**src/core/dio_pkg.sv**
```systemverilog
// constants for the digital i/o process image block
// assumes one clock domain and byte-grouped images from the controller
package dio_pkg;
  localparam int BYTE_W = 8;
  localparam int IMG_BYTES = 16;
  localparam int OFS_W = 4;
  localparam int IN_POINTS = 16;
  localparam int DUAL_CH = 2;
  localparam int QUAD_CH = 4;
  // digital output bytes, counted from the end of the analog data
  localparam logic [OFS_W-1:0] DOB_SINGLE = 4'h0;
  localparam logic [OFS_W-1:0] DOB_DUAL = 4'h1;
  localparam logic [OFS_W-1:0] DOB_DUAL_DIAG = 4'h2;
  localparam logic [OFS_W-1:0] DOB_DUAL_CODE = 4'h3;
  localparam logic [OFS_W-1:0] DOB_QUAD = 4'h4;
  // bit positions inside an image byte
  localparam int BIT_CH1 = 0;
  localparam int BIT_CH2 = 1;
  localparam int BIT_QUAD_LO = 0;
  localparam int BIT_QUAD_HI = 3;
  localparam int BIT_MANUAL = 0;
  localparam int CODE_W = 2;
  // fault code encodings
  localparam logic [CODE_W-1:0] FC_NORMAL = 2'h0;
  localparam logic [CODE_W-1:0] FC_OPEN_OR_POS = 2'h1;
  localparam logic [CODE_W-1:0] FC_GND_OR_OVL = 2'h2;
  localparam logic [BYTE_W-1:0] BYTE_ZERO = 8'h00;
  localparam logic [15:0] WORD_ZERO = 16'h0000;
  // pin bundle layout for the synchroniser
  localparam int SYNC_W = 31;
  localparam int SP_POINTS = 0;
  localparam int SP_MANUAL = 16;
  localparam int SP_OVL = 17;
  localparam int SP_SHORT = 19;
  localparam int SP_BROKEN = 21;
  localparam int SP_NOLOAD = 23;
  localparam int SP_SHPOS = 25;
  localparam int SP_SHGND = 27;
  localparam int SP_OVL2 = 29;
endpackage

```
**src/core/dio_sync.sv**
```systemverilog
// two-flop synchroniser for a bundle of field pins
// assumes pins are asynchronous to ref_clk_i
`timescale 1ns/1ps
`default_nettype none
module dio_sync #(
  parameter int W = 1
) (
  input wire logic ref_clk_i,
  input wire logic reset_i,
  input wire logic clk_en_i,
  input wire logic [W-1:0] pin_i,
  output logic [W-1:0] sync_o
);
  logic [W-1:0] stage1;

  genvar g;
  generate
    for (g = 0; g < W; g++) begin : g_bit
      always_ff @(posedge ref_clk_i or posedge reset_i) begin
        if (reset_i) begin
          stage1[g] <= 1'b0;
          sync_o[g] <= 1'b0;
        end else if (clk_en_i) begin
          stage1[g] <= pin_i[g];
          sync_o[g] <= stage1[g];
        end
      end
    end
  endgenerate
endmodule
`default_nettype wire

```
**src/core/dio_image.sv**
```systemverilog
// digital i/o process image: maps field channels to image bytes
// assumes exchange_i is a one-cycle strobe from same-clock fieldbus logic
`timescale 1ns/1ps
`default_nettype none
module dio_image
  import dio_pkg::*;
(
  input wire logic ref_clk_i,
  input wire logic reset_i,
  input wire logic clk_en_i,
  input wire logic exchange_i,
  input wire logic [dio_pkg::OFS_W-1:0] analog_bytes_i,
  input wire logic [dio_pkg::IMG_BYTES*dio_pkg::BYTE_W-1:0] out_image_i,
  input wire logic [dio_pkg::IN_POINTS-1:0] input_point_i,
  input wire logic manual_mode_i,
  input wire logic [dio_pkg::DUAL_CH-1:0] overload_i,
  input wire logic [dio_pkg::DUAL_CH-1:0] short_circuit_i,
  input wire logic [dio_pkg::DUAL_CH-1:0] broken_wire_i,
  input wire logic [dio_pkg::DUAL_CH-1:0] no_load_i,
  input wire logic [dio_pkg::DUAL_CH-1:0] short_pos_i,
  input wire logic [dio_pkg::DUAL_CH-1:0] short_gnd_i,
  input wire logic [dio_pkg::DUAL_CH-1:0] code_overload_i,
  output logic [15:0] in_points_word_o,
  output logic [dio_pkg::BYTE_W-1:0] in_manual_byte_o,
  output logic [dio_pkg::BYTE_W-1:0] in_diag_byte_o,
  output logic [dio_pkg::BYTE_W-1:0] in_code_byte_o,
  output logic single_out_o,
  output logic [dio_pkg::DUAL_CH-1:0] dual_out_o,
  output logic [dio_pkg::DUAL_CH-1:0] dual_diag_out_o,
  output logic [dio_pkg::DUAL_CH-1:0] dual_code_out_o,
  output logic [dio_pkg::QUAD_CH-1:0] quad_out_o,
  output logic exchange_done_o
);
  import dio_pkg::*;

  logic [SYNC_W-1:0] pins;
  logic [SYNC_W-1:0] pins_s;
  logic [BYTE_W-1:0] byte_single;
  logic [BYTE_W-1:0] byte_dual;
  logic [BYTE_W-1:0] byte_dual_diag;
  logic [BYTE_W-1:0] byte_dual_code;
  logic [BYTE_W-1:0] byte_quad;
  logic [BYTE_W-1:0] next_diag_byte;
  logic [BYTE_W-1:0] next_code_byte;
  logic [BYTE_W-1:0] next_manual_byte;
  logic [IN_POINTS-1:0] next_points_word;
  logic manual_s;
  // synchronised fault pins, one bit per channel
  logic [DUAL_CH-1:0] flt_overload;
  logic [DUAL_CH-1:0] flt_short;
  logic [DUAL_CH-1:0] flt_broken;
  logic [DUAL_CH-1:0] flt_no_load;
  logic [DUAL_CH-1:0] flt_short_pos;
  logic [DUAL_CH-1:0] flt_short_gnd;
  logic [DUAL_CH-1:0] flt_code_ovl;
  logic take;

  // pin bundle laid out at the named positions
  assign pins[SP_POINTS +: IN_POINTS] = input_point_i;
  assign pins[SP_MANUAL] = manual_mode_i;
  assign pins[SP_OVL +: DUAL_CH] = overload_i;
  assign pins[SP_SHORT +: DUAL_CH] = short_circuit_i;
  assign pins[SP_BROKEN +: DUAL_CH] = broken_wire_i;
  assign pins[SP_NOLOAD +: DUAL_CH] = no_load_i;
  assign pins[SP_SHPOS +: DUAL_CH] = short_pos_i;
  assign pins[SP_SHGND +: DUAL_CH] = short_gnd_i;
  assign pins[SP_OVL2 +: DUAL_CH] = code_overload_i;

  dio_sync #(
    .W(SYNC_W)
  ) u_sync (
    .ref_clk_i(ref_clk_i),
    .reset_i(reset_i),
    .clk_en_i(clk_en_i),
    .pin_i(pins),
    .sync_o(pins_s)
  );

  assign take = clk_en_i & exchange_i;

  // unpack the synchronised bundle into named lanes
  assign next_points_word = pins_s[SP_POINTS +: IN_POINTS];
  assign manual_s = pins_s[SP_MANUAL];
  assign flt_overload = pins_s[SP_OVL +: DUAL_CH];
  assign flt_short = pins_s[SP_SHORT +: DUAL_CH];
  assign flt_broken = pins_s[SP_BROKEN +: DUAL_CH];
  assign flt_no_load = pins_s[SP_NOLOAD +: DUAL_CH];
  assign flt_short_pos = pins_s[SP_SHPOS +: DUAL_CH];
  assign flt_short_gnd = pins_s[SP_SHGND +: DUAL_CH];
  assign flt_code_ovl = pins_s[SP_OVL2 +: DUAL_CH];

  // pick one digital byte placed after the analog bytes; beyond the image reads zero
  function automatic logic [BYTE_W-1:0] pick_byte(
    input logic [IMG_BYTES*BYTE_W-1:0] img,
    input logic [OFS_W-1:0] base,
    input logic [OFS_W-1:0] idx
  );
    logic [OFS_W:0] pos;
    pos = {1'b0, base} + {1'b0, idx};
    if (pos < (OFS_W+1)'(IMG_BYTES)) begin
      pick_byte = img[pos[OFS_W-1:0]*BYTE_W +: BYTE_W];
    end else begin
      pick_byte = BYTE_ZERO;
    end
  endfunction

  always_comb begin
    byte_single = pick_byte(out_image_i, analog_bytes_i, DOB_SINGLE);
    byte_dual = pick_byte(out_image_i, analog_bytes_i, DOB_DUAL);
    byte_dual_diag = pick_byte(out_image_i, analog_bytes_i, DOB_DUAL_DIAG);
    byte_dual_code = pick_byte(out_image_i, analog_bytes_i, DOB_DUAL_CODE);
    byte_quad = pick_byte(out_image_i, analog_bytes_i, DOB_QUAD);
  end

  // diagnostic flag per channel: any of the three faults sets it
  genvar c;
  generate
    for (c = 0; c < DUAL_CH; c++) begin : g_diag
      logic lane_flag;

      assign lane_flag = flt_overload[c] | flt_short[c] | flt_broken[c];
      assign next_diag_byte[c] = lane_flag;
    end
  endgenerate

  // fault code per channel; ground short or overload outranks an open load
  genvar f;
  generate
    for (f = 0; f < DUAL_CH; f++) begin : g_code
      logic [CODE_W-1:0] lane_code;

      always_comb begin
        if (flt_short_gnd[f] | flt_code_ovl[f]) begin
          lane_code = FC_GND_OR_OVL;
        end else if (flt_no_load[f] | flt_short_pos[f]) begin
          lane_code = FC_OPEN_OR_POS;
        end else begin
          lane_code = FC_NORMAL;
        end
      end

      assign next_code_byte[f*CODE_W +: CODE_W] = lane_code;
    end
  endgenerate

  // pad bits of every input byte stay clear
  assign next_diag_byte[BYTE_W-1:DUAL_CH] = '0;
  assign next_code_byte[BYTE_W-1:DUAL_CH*CODE_W] = '0;
  assign next_manual_byte = {{(BYTE_W-1){1'b0}}, manual_s};

  // input word, one flop per point, all taken at the same exchange
  genvar p;
  generate
    for (p = 0; p < IN_POINTS; p++) begin : g_point
      always_ff @(posedge ref_clk_i or posedge reset_i) begin
        if (reset_i) begin
          in_points_word_o[p] <= 1'b0;
        end else if (take) begin
          in_points_word_o[p] <= next_points_word[p];
        end
      end
    end
  endgenerate

  // manual operation status byte
  always_ff @(posedge ref_clk_i or posedge reset_i) begin
    if (reset_i) begin
      in_manual_byte_o <= BYTE_ZERO;
    end else if (take) begin
      in_manual_byte_o <= next_manual_byte;
    end
  end

  // one diagnostic flag per channel
  always_ff @(posedge ref_clk_i or posedge reset_i) begin
    if (reset_i) begin
      in_diag_byte_o <= BYTE_ZERO;
    end else if (take) begin
      in_diag_byte_o <= next_diag_byte;
    end
  end

  // two-bit fault code per channel, channel 1 in the low pair
  always_ff @(posedge ref_clk_i or posedge reset_i) begin
    if (reset_i) begin
      in_code_byte_o <= BYTE_ZERO;
    end else if (take) begin
      in_code_byte_o <= next_code_byte;
    end
  end

  // single output: bit 0 drives, bit 1 is never read
  always_ff @(posedge ref_clk_i or posedge reset_i) begin
    if (reset_i) begin
      single_out_o <= 1'b0;
    end else if (take) begin
      single_out_o <= byte_single[BIT_CH1];
    end
  end

  // two-channel output, one control bit per lane
  genvar d;
  generate
    for (d = 0; d < DUAL_CH; d++) begin : g_dual
      always_ff @(posedge ref_clk_i or posedge reset_i) begin
        if (reset_i) begin
          dual_out_o[d] <= 1'b0;
        end else if (take) begin
          dual_out_o[d] <= byte_dual[BIT_CH1+d];
        end
      end
    end
  endgenerate

  // two-channel output with diagnostic flags
  genvar e;
  generate
    for (e = 0; e < DUAL_CH; e++) begin : g_dual_diag
      always_ff @(posedge ref_clk_i or posedge reset_i) begin
        if (reset_i) begin
          dual_diag_out_o[e] <= 1'b0;
        end else if (take) begin
          dual_diag_out_o[e] <= byte_dual_diag[BIT_CH1+e];
        end
      end
    end
  endgenerate

  // two-channel output with fault codes; control bits 2 and 3 never read
  genvar h;
  generate
    for (h = 0; h < DUAL_CH; h++) begin : g_dual_code
      always_ff @(posedge ref_clk_i or posedge reset_i) begin
        if (reset_i) begin
          dual_code_out_o[h] <= 1'b0;
        end else if (take) begin
          dual_code_out_o[h] <= byte_dual_code[BIT_CH1+h];
        end
      end
    end
  endgenerate

  // four-channel output, bits 0 to 3 in channel order
  genvar q;
  generate
    for (q = 0; q < QUAD_CH; q++) begin : g_quad
      always_ff @(posedge ref_clk_i or posedge reset_i) begin
        if (reset_i) begin
          quad_out_o[q] <= 1'b0;
        end else if (take) begin
          quad_out_o[q] <= byte_quad[BIT_QUAD_LO+q];
        end
      end
    end
  endgenerate

  always_ff @(posedge ref_clk_i or posedge reset_i) begin
    if (reset_i) begin
      exchange_done_o <= 1'b0;
    end else if (clk_en_i) begin
      exchange_done_o <= exchange_i;
    end
  end
endmodule
`default_nettype wire

```
**config.mk**
```make
export PLATFORM = sky130hd
export DESIGN_NAME = dio_image
export DESIGN_NICKNAME = d
export VERILOG_FILES = /design/src/core/dio_pkg.sv /design/src/core/dio_sync.sv /design/src/core/dio_image.sv
export SDC_FILE = /design/constraint.sdc
export NUM_CORES = 1
export LEC_CHECK = 0
export BUFFER_PORTS_ARGS = -buffer_cell sky130_fd_sc_hd__buf_2
export CAP_MARGIN = 0
export CORE_ASPECT_RATIO = 1.25
export CORE_UTILIZATION = 49
export CTS_CLUSTER_DIAMETER = 100
export DETAILED_ROUTE_END_ITERATION = 8
export GPL_ROUTABILITY_DRIVEN = 0
export PLACE_DENSITY_LB_ADDON = 0.3
export SYNTH_ARGS = -nofsm -noshare
export SYNTH_HDL_FRONTEND = slang
export SYNTH_HIERARCHICAL = 1
export SYNTH_SLANG_ARGS = --single-unit
```
**constraint.sdc**
```tcl
create_clock -name ref_clk_i -period 2.3 [get_ports ref_clk_i]
set_input_delay 0.345 -clock ref_clk_i [delete_from_list [all_inputs] [get_ports ref_clk_i]]
set_output_delay 0.345 -clock ref_clk_i [all_outputs]
set_load 0.02 [all_outputs]
```
# == After elaboration in Yosys (flattened, before gate mapping) ==
# Index checks and enable logic that the tools add are counted.
# op_classes
magnitude_cmp,5
n_shift,5
mux,9
bitwise,9
n_addsub,4
# ops
op,count
variable part select 128 x 8 -> 2 bit,3
variable part select 128 x 8 -> 1 bit,1
variable part select 128 x 8 -> 4 bit,1
"< comparator 5 bit, second input constant",4
"adder 4 x 2 -> 5 bit, second input constant",2
2-to-1 mux 2 bit,5
bitwise OR 1 bit,8
"adder 4 x 1 -> 5 bit, second input constant",1
"adder 4 x 3 -> 5 bit, second input constant",1
"< comparator 4 x 5 -> 1 bit, second input constant",1
2-to-1 mux 4 bit,1
2-to-1 mux 1 bit,3
AND 1 bit,1
# word_totals
reg_bits,97
out_inout_bits,52
inputBits,167
elab_cells,125

# == Depth between registers and ports, before layout ==
# Gate-level depths: netlist of the first run.
# depth
word_depth,3
depth_mapped,9
ltp_nobuf,7

# == Cells and area by module ==
# Netlist of the first run, hierarchy kept.
# modules_own_cells
module,seq_area_each_um2,area_per_inst_um2,n_inst,cells_each
dio_image,875.8,2857.7,1,250
dio_sync,1551.5,2610.0,1,132

# == Worst setup path before layout of the first run ==
# OpenSTA, ideal clock, no wires.
# synth_timing
kind,input to register
startpoint,in analog_bytes_i[1] (netlist bit)
endpoint,reg dual_code_out_o[0] (netlist bit)
required_time_ps,2218
setup_time_ps,82
t_arrival_ps,2603
n_path_buf,2
stages,8
path_slack_ps,-385
cell_sequence,buf_2 > buf_1 > inv_1 > ha_1 > xnor2_1 > mux4_1 > or2_1 > a31oi_1
# synth_via
elab_chain_cells,3
word_cells_on_any_way,4
cone_classes,add/sub (1); order compare (1); shift (1); mux (1)
# synth_rtl
element,line_no,source
from (decl),dio_image.sv:12,"input wire logic [dio_pkg::OFS_W-1:0] analog_bytes_i,"
adder 4 x 2 -> 5 bit *,dio_image.sv:99,"pos = {1'b0, base} + {1'b0, idx};"
variable part select 128 x 8 -> 2 bit / < comparator 5 bit (equally long branches),"dio_image.sv:101, dio_image.sv:100",
2-to-1 mux 2 bit *,dio_image.sv:100,if (pos < (OFS_W+1)'(IMG_BYTES)) begin
"to (signal, indexed assignment)",dio_image.sv:237,dual_code_out_o[h] <= byte_dual_code[BIT_CH1+h];
to (decl),dio_image.sv:30,"output logic [dio_pkg::DUAL_CH-1:0] dual_code_out_o,"
# Mark *: on every way between the ends. The rest lies on a longest branch, timed or not.
# A chain may end at the register's enable or synchronous reset.

# == Final worst setup path of the first run ==
# Ends and elaborated chain as after synthesis.

==> results of run 1 <==
flip-flops by register name, summed over array words and instances, names as in the netlist, 2 cells and up:
register          count
u_sync/stage1        31
u_sync/sync_o        31
in_points_word_o     16
in_code_byte_o        4
quad_out_o            4
dual_code_out_o       2
dual_diag_out_o       2
dual_out_o            2
in_diag_byte_o        2
placed cells by master (no fill, tap or decap), drive strengths merged, types with 5 or more instances in the layout:
cell type  count
nand3          9
nor3           6
o21ai         11
nand2         20
nor2           6
buf          150
mux2          82
mux4          26
mux2i         21
clkbuf        11
a21oi          5
conb          17
ha             5
dfrtp         97
inv            5
cells by family (layout without fill, tap and decap cells):
kind of cell	count (synthesis)	count (layout)	synth area share [%]
other	1	17	0.0686
flip-flops	97	97	44.4
multiplexers	129	129	35.8
buffers and inverters	46	171	7.05
AO/OA/AOI/OAI	41	41	5.15
adder cells (fa/ha/maj)	5	5	1.14
AND/OR/NAND/NOR	56	56	4.90
XOR/XNOR	7	7	1.46
through the flow:
step / hold slack, ns / power [mW] / cells
floorplan: 0.452 / 3.01 / 398
global placement: 0.456 / 3.34 / 639
detailed placement: 0.464 / 3.38 / 639
CTS: 0.0964 / 5.02 / 655
global route: 0.146 / 5.20 / 655
finish: 0.0873 / 4.96 / 655
power by group:
group | internal (mW) | switching (mW) | total, mW
clock | 1.01 | 0.599 | 1.61
sequential | 1.97 | 0.150 | 2.12
combinational | 0.612 | 0.617 | 1.23
layout make-up:
cell class / count / area (um2) / area share (%)
multi-input combinational: 255 / 2730 / 42.1
sequential: 97 / 2430 / 37.4
timing repair buffer: 150 / 823 / 12.7
clock buffer: 11 / 253 / 3.89
tap: 132 / 165 / 2.54
clock inverter: 5 / 77.6 / 1.19
inverter: 5 / 18.8 / 0.289
how the worst max path moves through the flow:
| stage | to | slack, ns | cells after the start | startpoint |
|---|---|---|---|---|
| 2_1_floorplan | dual_code_out_o[0]$_DFFE_PP0P_ | 0.02 | 8 | analog_bytes_i[1] |
| 3_3_place_gp | dual_code_out_o[0]$_DFFE_PP0P_ | 0.11 | 8 | analog_bytes_i[1] |
| 3_5_place_dp | dual_code_out_o[0]$_DFFE_PP0P_ | 0.11 | 8 | analog_bytes_i[1] |
| 4_1_cts | dual_code_out_o[0]$_DFFE_PP0P_ | 0.42 | 8 | analog_bytes_i[1] |
| 5_1_grt | dual_code_out_o[1]$_DFFE_PP0P_ | 0.26 | 8 | analog_bytes_i[1] |
| 6_report | dual_code_out_o[0]$_DFFE_PP0P_ | 0.39 | 8 | analog_bytes_i[1] |
critical path, cell delays in order:
cell and delay (ns):
sky130_fd_sc_hd__buf_2 0.17, sky130_fd_sc_hd__inv_1 0.08, sky130_fd_sc_hd__ha_1 0.19, sky130_fd_sc_hd__a21oi_1 0.21, sky130_fd_sc_hd__xor2_1 0.37, sky130_fd_sc_hd__mux4_1 0.39
sky130_fd_sc_hd__or2_1 0.23, sky130_fd_sc_hd__a31oi_1 0.17
layer usage:
layer / wire, um / vias up / GRT usage [%]
li1: - / 1661 / -
met1: 4840 / 1791 / 26.4
met3: 710 / 17 / 3.61
met2: 5800 / 139 / 35.9
met5: 0 / - / 0
met4: 340 / 0 / 9.74
==> run_results.csv, run 1 <==
group,metric,value,unit
drt,drt_first_pass_iters,4,
worst_setup_path,timing_worst_setup_path_type,"in -> reg",
drt,route.detailed.vias_per_inst,5.51,
drt,routed-via-count,3608,
timing,finalSetupViolCount,0,
synth,async_reset_ff_share,100,%
synth,number_of_enable_flip_flop_cells_after_synthesis,0,
timing,min_period_over_period,83.1,%
floorplan,core.rowCount,42,
global_route,grt_antenna_before_repair,0,
worst_setup_path,rrSetupSlack,1.46,ns
worst_setup_path,r2r.worst_path.cells,3,
layout,flow.area_growth_from_synthesis,18.9,%
synth,syn_inst,382,
drt,route.antenna.remaining_nets,0,
cts,clock_tree.buffer_depth,2,
synth,synth_cell_types,41,
global_route,grt_pass1_vias,3779,
layout,design.final.nets,690,
place,dp_worst_setup_slack,0.110,ns
synth,synth.area.top_cells,"sky130_fd_sc_hd__dfrtp_1 (44%), sky130_fd_sc_hd__mux2_4 (16%), sky130_fd_sc_hd__mux4_2 (9.1%), sky130_fd_sc_hd__mux2_2 (4.5%), sky130_fd_sc_hd__mux2i_1 (3.8%)",
global_route,grt_pass1_wl,18.7,mm
timing,worst_slack,0.389,ns
floorplan,die_area,0.0116,mm2
layout,fill_count,879,
worst_setup_path,worst_ep_arrival,2.16,ns
timing,max-slew-margin-rel,59.0,%
synth,post_synth_most_frequent_cells,"sky130_fd_sc_hd__dfrtp_1 (97), sky130_fd_sc_hd__mux2_4 (60), sky130_fd_sc_hd__mux2_2 (22), sky130_fd_sc_hd__mux4_2 (22), sky130_fd_sc_hd__mux2i_1 (21)",
synth,syn-cell-area,0.00547,mm2
timing,hold_violations,0,
worst_setup_path,critical_path.reg2reg.startpoint,"u_sync/sync_o[30]$_DFFE_PP0P_",
synth,ys_dominant_reg_cell,"sky130_fd_sc_hd__dfrtp_1",
timing,fmax,0.523,GHz
flow_run,drv.max_cap_violation_count,0,
timing,tns,0,ns
worst_setup_path,worst_setup_path_start_kind,"primary input",
timing,tightest_slew,0.599,ns
cts,htree_num_levels,3,
floorplan,core_region_area,0.0107,mm2
cts,cell_at_the_root_of_the_clock_tree,"sky130_fd_sc_hd__clkbuf_16",
cts,cts_buffers,9,
floorplan,die_x,96.5,um
cts,clk-insertion-delay-late,0.33,ns
cts,cts_tree,"yes",
power,maximum_vdd_drop,0.718,mV
floorplan,floorplan.initialDensity,51.0,%
layout,drive_above_1_share,52.2,%
timing,fin_skew,0.00565,ns
layout,layout.cell_area.non_filler,0.00650,mm2
timing,final_max_tran_viols,0,
layout,insertedDiodeCount,0,
cts,cts_repair_resize_count,0,
timing,period_needed,1.91,ns
worst_setup_path,critPathRequiredTime,2.55,ns
floorplan,design.portCount,219,
cts,cts.sink_count,97,
synth,postSynthAreaPerCell,14.3,um2
cts,cts_post_setup_buffers_inserted,0,
synth,yosys_register_bits,97,
cts,post_cts_hold_buffer_count,0,
floorplan,die_height,120,um
cts,clk_pin_slew_worst_paths,0.06,ns
power,power_density,763,mW/mm2
synth,synth.top_cell.area_share,44.4,%
place,io_buffers,137,
drt,dr.first_iter.drc_count,157,
place,dp_hpwl,8.47,mm
worst_setup_path,worstSetupEndpointType,"flop",
drt,routed_wirelength,11.7,mm
hold_path,hold_path_class,"in -> async",
drt,routedWlPerCell,17.8,um
power,p_leak,3.18,nW
worst_setup_path,worst_r2r_endpoint,"in_code_byte_o[2]$_DFFE_PP0P_",
drt,detail_route.drc_violations,0,
timing,rsz_0062_raised_after_global_routing,"false",
synth,synthesis.yosys.warnings,6,
global_route,overflow,0,
global_route,grt.total_usage,21.4,%
synth,synth.most_common_cell,"sky130_fd_sc_hd__dfrtp_1",
status,status,"finished clean",
layout,final_core_util,60.6,%
synth,seq_area_frac_synth,44.4,%
global_route,grt_max_degree,63,
worst_setup_path,crit_fanout,6,
synth,synth_largest_area_cell,"sky130_fd_sc_hd__dfrtp_1",
place,placed_cell_area,0.00617,mm2
(Power assumes the default switching activity.)
==> run 2: changes to the inputs <==
==> constraint.sdc (replaced) <==
create_clock -name ref_clk_i -period 1.8 [get_ports ref_clk_i]
set_input_delay 0.27 -clock ref_clk_i [delete_from_list [all_inputs] [get_ports ref_clk_i]]
set_output_delay 0.27 -clock ref_clk_i [all_outputs]
set_load 0.02 [all_outputs]
==> run_results.csv, run 2 (synthesis results as in run 1) <==
group,metric,value,unit
place,dp_hpwl,8.62,mm
worst_setup_path,critPathBufInv,3,
cts,cts_buffers,9,
timing,min_period_over_period,92.6,%
power,power_density,923,mW/mm2
floorplan,die_area,0.0116,mm2
global_route,grt_pass1_wl,18.2,mm
status,status,"finished clean",
timing,hold_violations,0,
layout,reg_top3,"u_sync/stage1: 31 flops, u_sync/sync_o: 31 flops, in_points_word_o: 16 flops",
layout,final_core_util,61.5,%
global_route,grt.total_usage,20.8,%
cts,post_cts_hold_buffer_count,0,
floorplan,die_x,96.5,um
cts,cell_at_the_root_of_the_clock_tree,"sky130_fd_sc_hd__clkbuf_16",
floorplan,die_height,120,um
drt,detail_route.drc_violations,0,
cts,clock_tree.buffer_depth,2,
floorplan,design.portCount,219,
worst_setup_path,worst_path_largest_cell_delay,0.37,ns
hold_path,hold_path_class,"in -> async",
layout,insertedDiodeCount,0,
place,io_buffers,137,
timing,final_max_tran_viols,0,
layout,design.final.nets,704,
place,dp_worst_setup_slack,-0.189,ns
floorplan,floorplan.initialDensity,51.0,%
worst_setup_path,critPathRequiredTime,2.01,ns
drt,route.antenna.remaining_nets,0,
worst_setup_path,critical-path-slowest-cell,"sky130_fd_sc_hd__o41ai_1",
timing,fin_hold_ws,0.0324,ns
drt,routedWlPerCell,17.3,um
cts,clk_pin_slew_worst_paths,0.07,ns
cts,cts_post_setup_buffers_inserted,0,
worst_setup_path,kind_of_cell_adding_the_most_delay_to_the_critical_path,"buffers and inverters",
drt,drt_first_pass_iters,4,
drt,route.detailed.vias_per_inst,5.42,
cts,cts_tree,"yes",
layout,final_cell_mix,"sky130_fd_sc_hd__buf_2 (136), sky130_fd_sc_hd__dfrtp_1 (97), sky130_fd_sc_hd__mux2_4 (60)",
cts,cts.sink_count,97,
timing,rsz_0062_raised_after_global_routing,"false",
floorplan,core.rowCount,42,
flow_run,drv.max_cap_violation_count,0,
drt,dr.first_iter.drc_count,91,
layout,layout_commonest_cell,"sky130_fd_sc_hd__buf_2",
worst_setup_path,worstSetupEndpointType,"flop",
power,p_leak,3.21,nW
timing,period_needed,1.67,ns
worst_setup_path,crit_fanout,18,
timing,finalSetupViolCount,0,
worst_setup_path,worst_ep_arrival,1.87,ns
worst_setup_path,list_of_cells_traversed_by_the_critical_path,"buf_2, buf_4, buf_4, mux2i_1, mux2i_1, and3_1, o41ai_1, nand2_1",
global_route,overflow,0,
timing,fmax,0.600,GHz
cts,htree_num_levels,3,
global_route,grt_antenna_before_repair,0,
global_route,grt_pass1_vias,3761,
timing,fin_skew,0.00662,ns
worst_setup_path,worst_setup_path_start_kind,"primary input",
power,maximum_vdd_drop,0.907,mV
layout,flow.area_growth_from_synthesis,20.5,%
drt,routed_wirelength,11.6,mm
timing,worst_slack,0.133,ns
worst_setup_path,timing_worst_setup_path_type,"in -> reg",
cts,cts_repair_resize_count,0,
layout,drive_above_1_share,54.7,%
floorplan,core_region_area,0.0107,mm2
drt,routed-via-count,3625,
cts,clk-insertion-delay-late,0.33,ns
global_route,grt_max_degree,63,
==> run 2: per-layer routing <==
layer,GRT usage [%],share of wire [%],vias up
li1,-,-,1683
met1,26.4,43,1800
met2,35.0,50,126
met3,3.87,5.5,16
met4,7.26,2.1,0
met5,0,0,-
==> run 2: area by class of cell <==
cell class	count	area [um2]
Clock inverter	6	42.5
Clock buffer	10	239
Sequential cell	97	2430
Inverter	5	25.0
Timing Repair Buffer	164	941
Tap cell	132	165
Multi-Input combinational cell	255	2750
Fill cell	846	4130
==> run 2: power breakdown <==
| part | leakage (nW) | switching [mW] | internal [mW] | total, mW |
|---|---|---|---|---|
| logic | 1.93 | 0.790 | 0.817 | 1.61 |
| clock network | 0.135 | 0.780 | 0.976 | 1.76 |
| registers | 1.15 | 0.195 | 2.52 | 2.72 |
==> run 2: worst paths after layout <==
check	from	to	slack, ns	cells after the start
setup / recovery	analog_bytes_i[0]	dual_out_o[1]$_DFFE_PP0P_	0.13	8
hold / removal	reset_i	u_sync/stage1[6]$_DFFE_PP0P_	0.03	3
setup reg to reg	u_sync/sync_o[30]$_DFFE_PP0P_	in_code_byte_o[2]$_DFFE_PP0P_	0.90	3
hold reg to reg	dual_out_o[1]$_DFFE_PP0P_	dual_out_o[1]$_DFFE_PP0P_	0.48	2
max in group asynchronous	reset_i	dual_out_o[0]$_DFFE_PP0P_	1.38	3
min in group ref_clk_i	input_point_i[12]	u_sync/stage1[12]$_DFFE_PP0P_	0.17	2
==> run 2: metrics by stage <==
| stage | TNS [ns] | total power [mW] | std cells | instance area [um2] |
|---|---|---|---|---|
| 6_report | 0 | 6.08 | 669 | 6590 |
| 5_1_grt | 0 | 6.40 | 669 | 6590 |
| 4_1_cts | 0 | 6.15 | 669 | 6590 |
| 3_5_place_dp | -1.62 | 4.37 | 653 | 6310 |
| 3_3_place_gp | -1.50 | 4.31 | 653 | 6310 |
| 2_1_floorplan | -0.232 | 3.87 | 398 | 5600 |
==> run 2: tightest hold or removal path, delay by kind of cell <==
family	cells	cell delay, ns
buffers and inverters	3	0.49
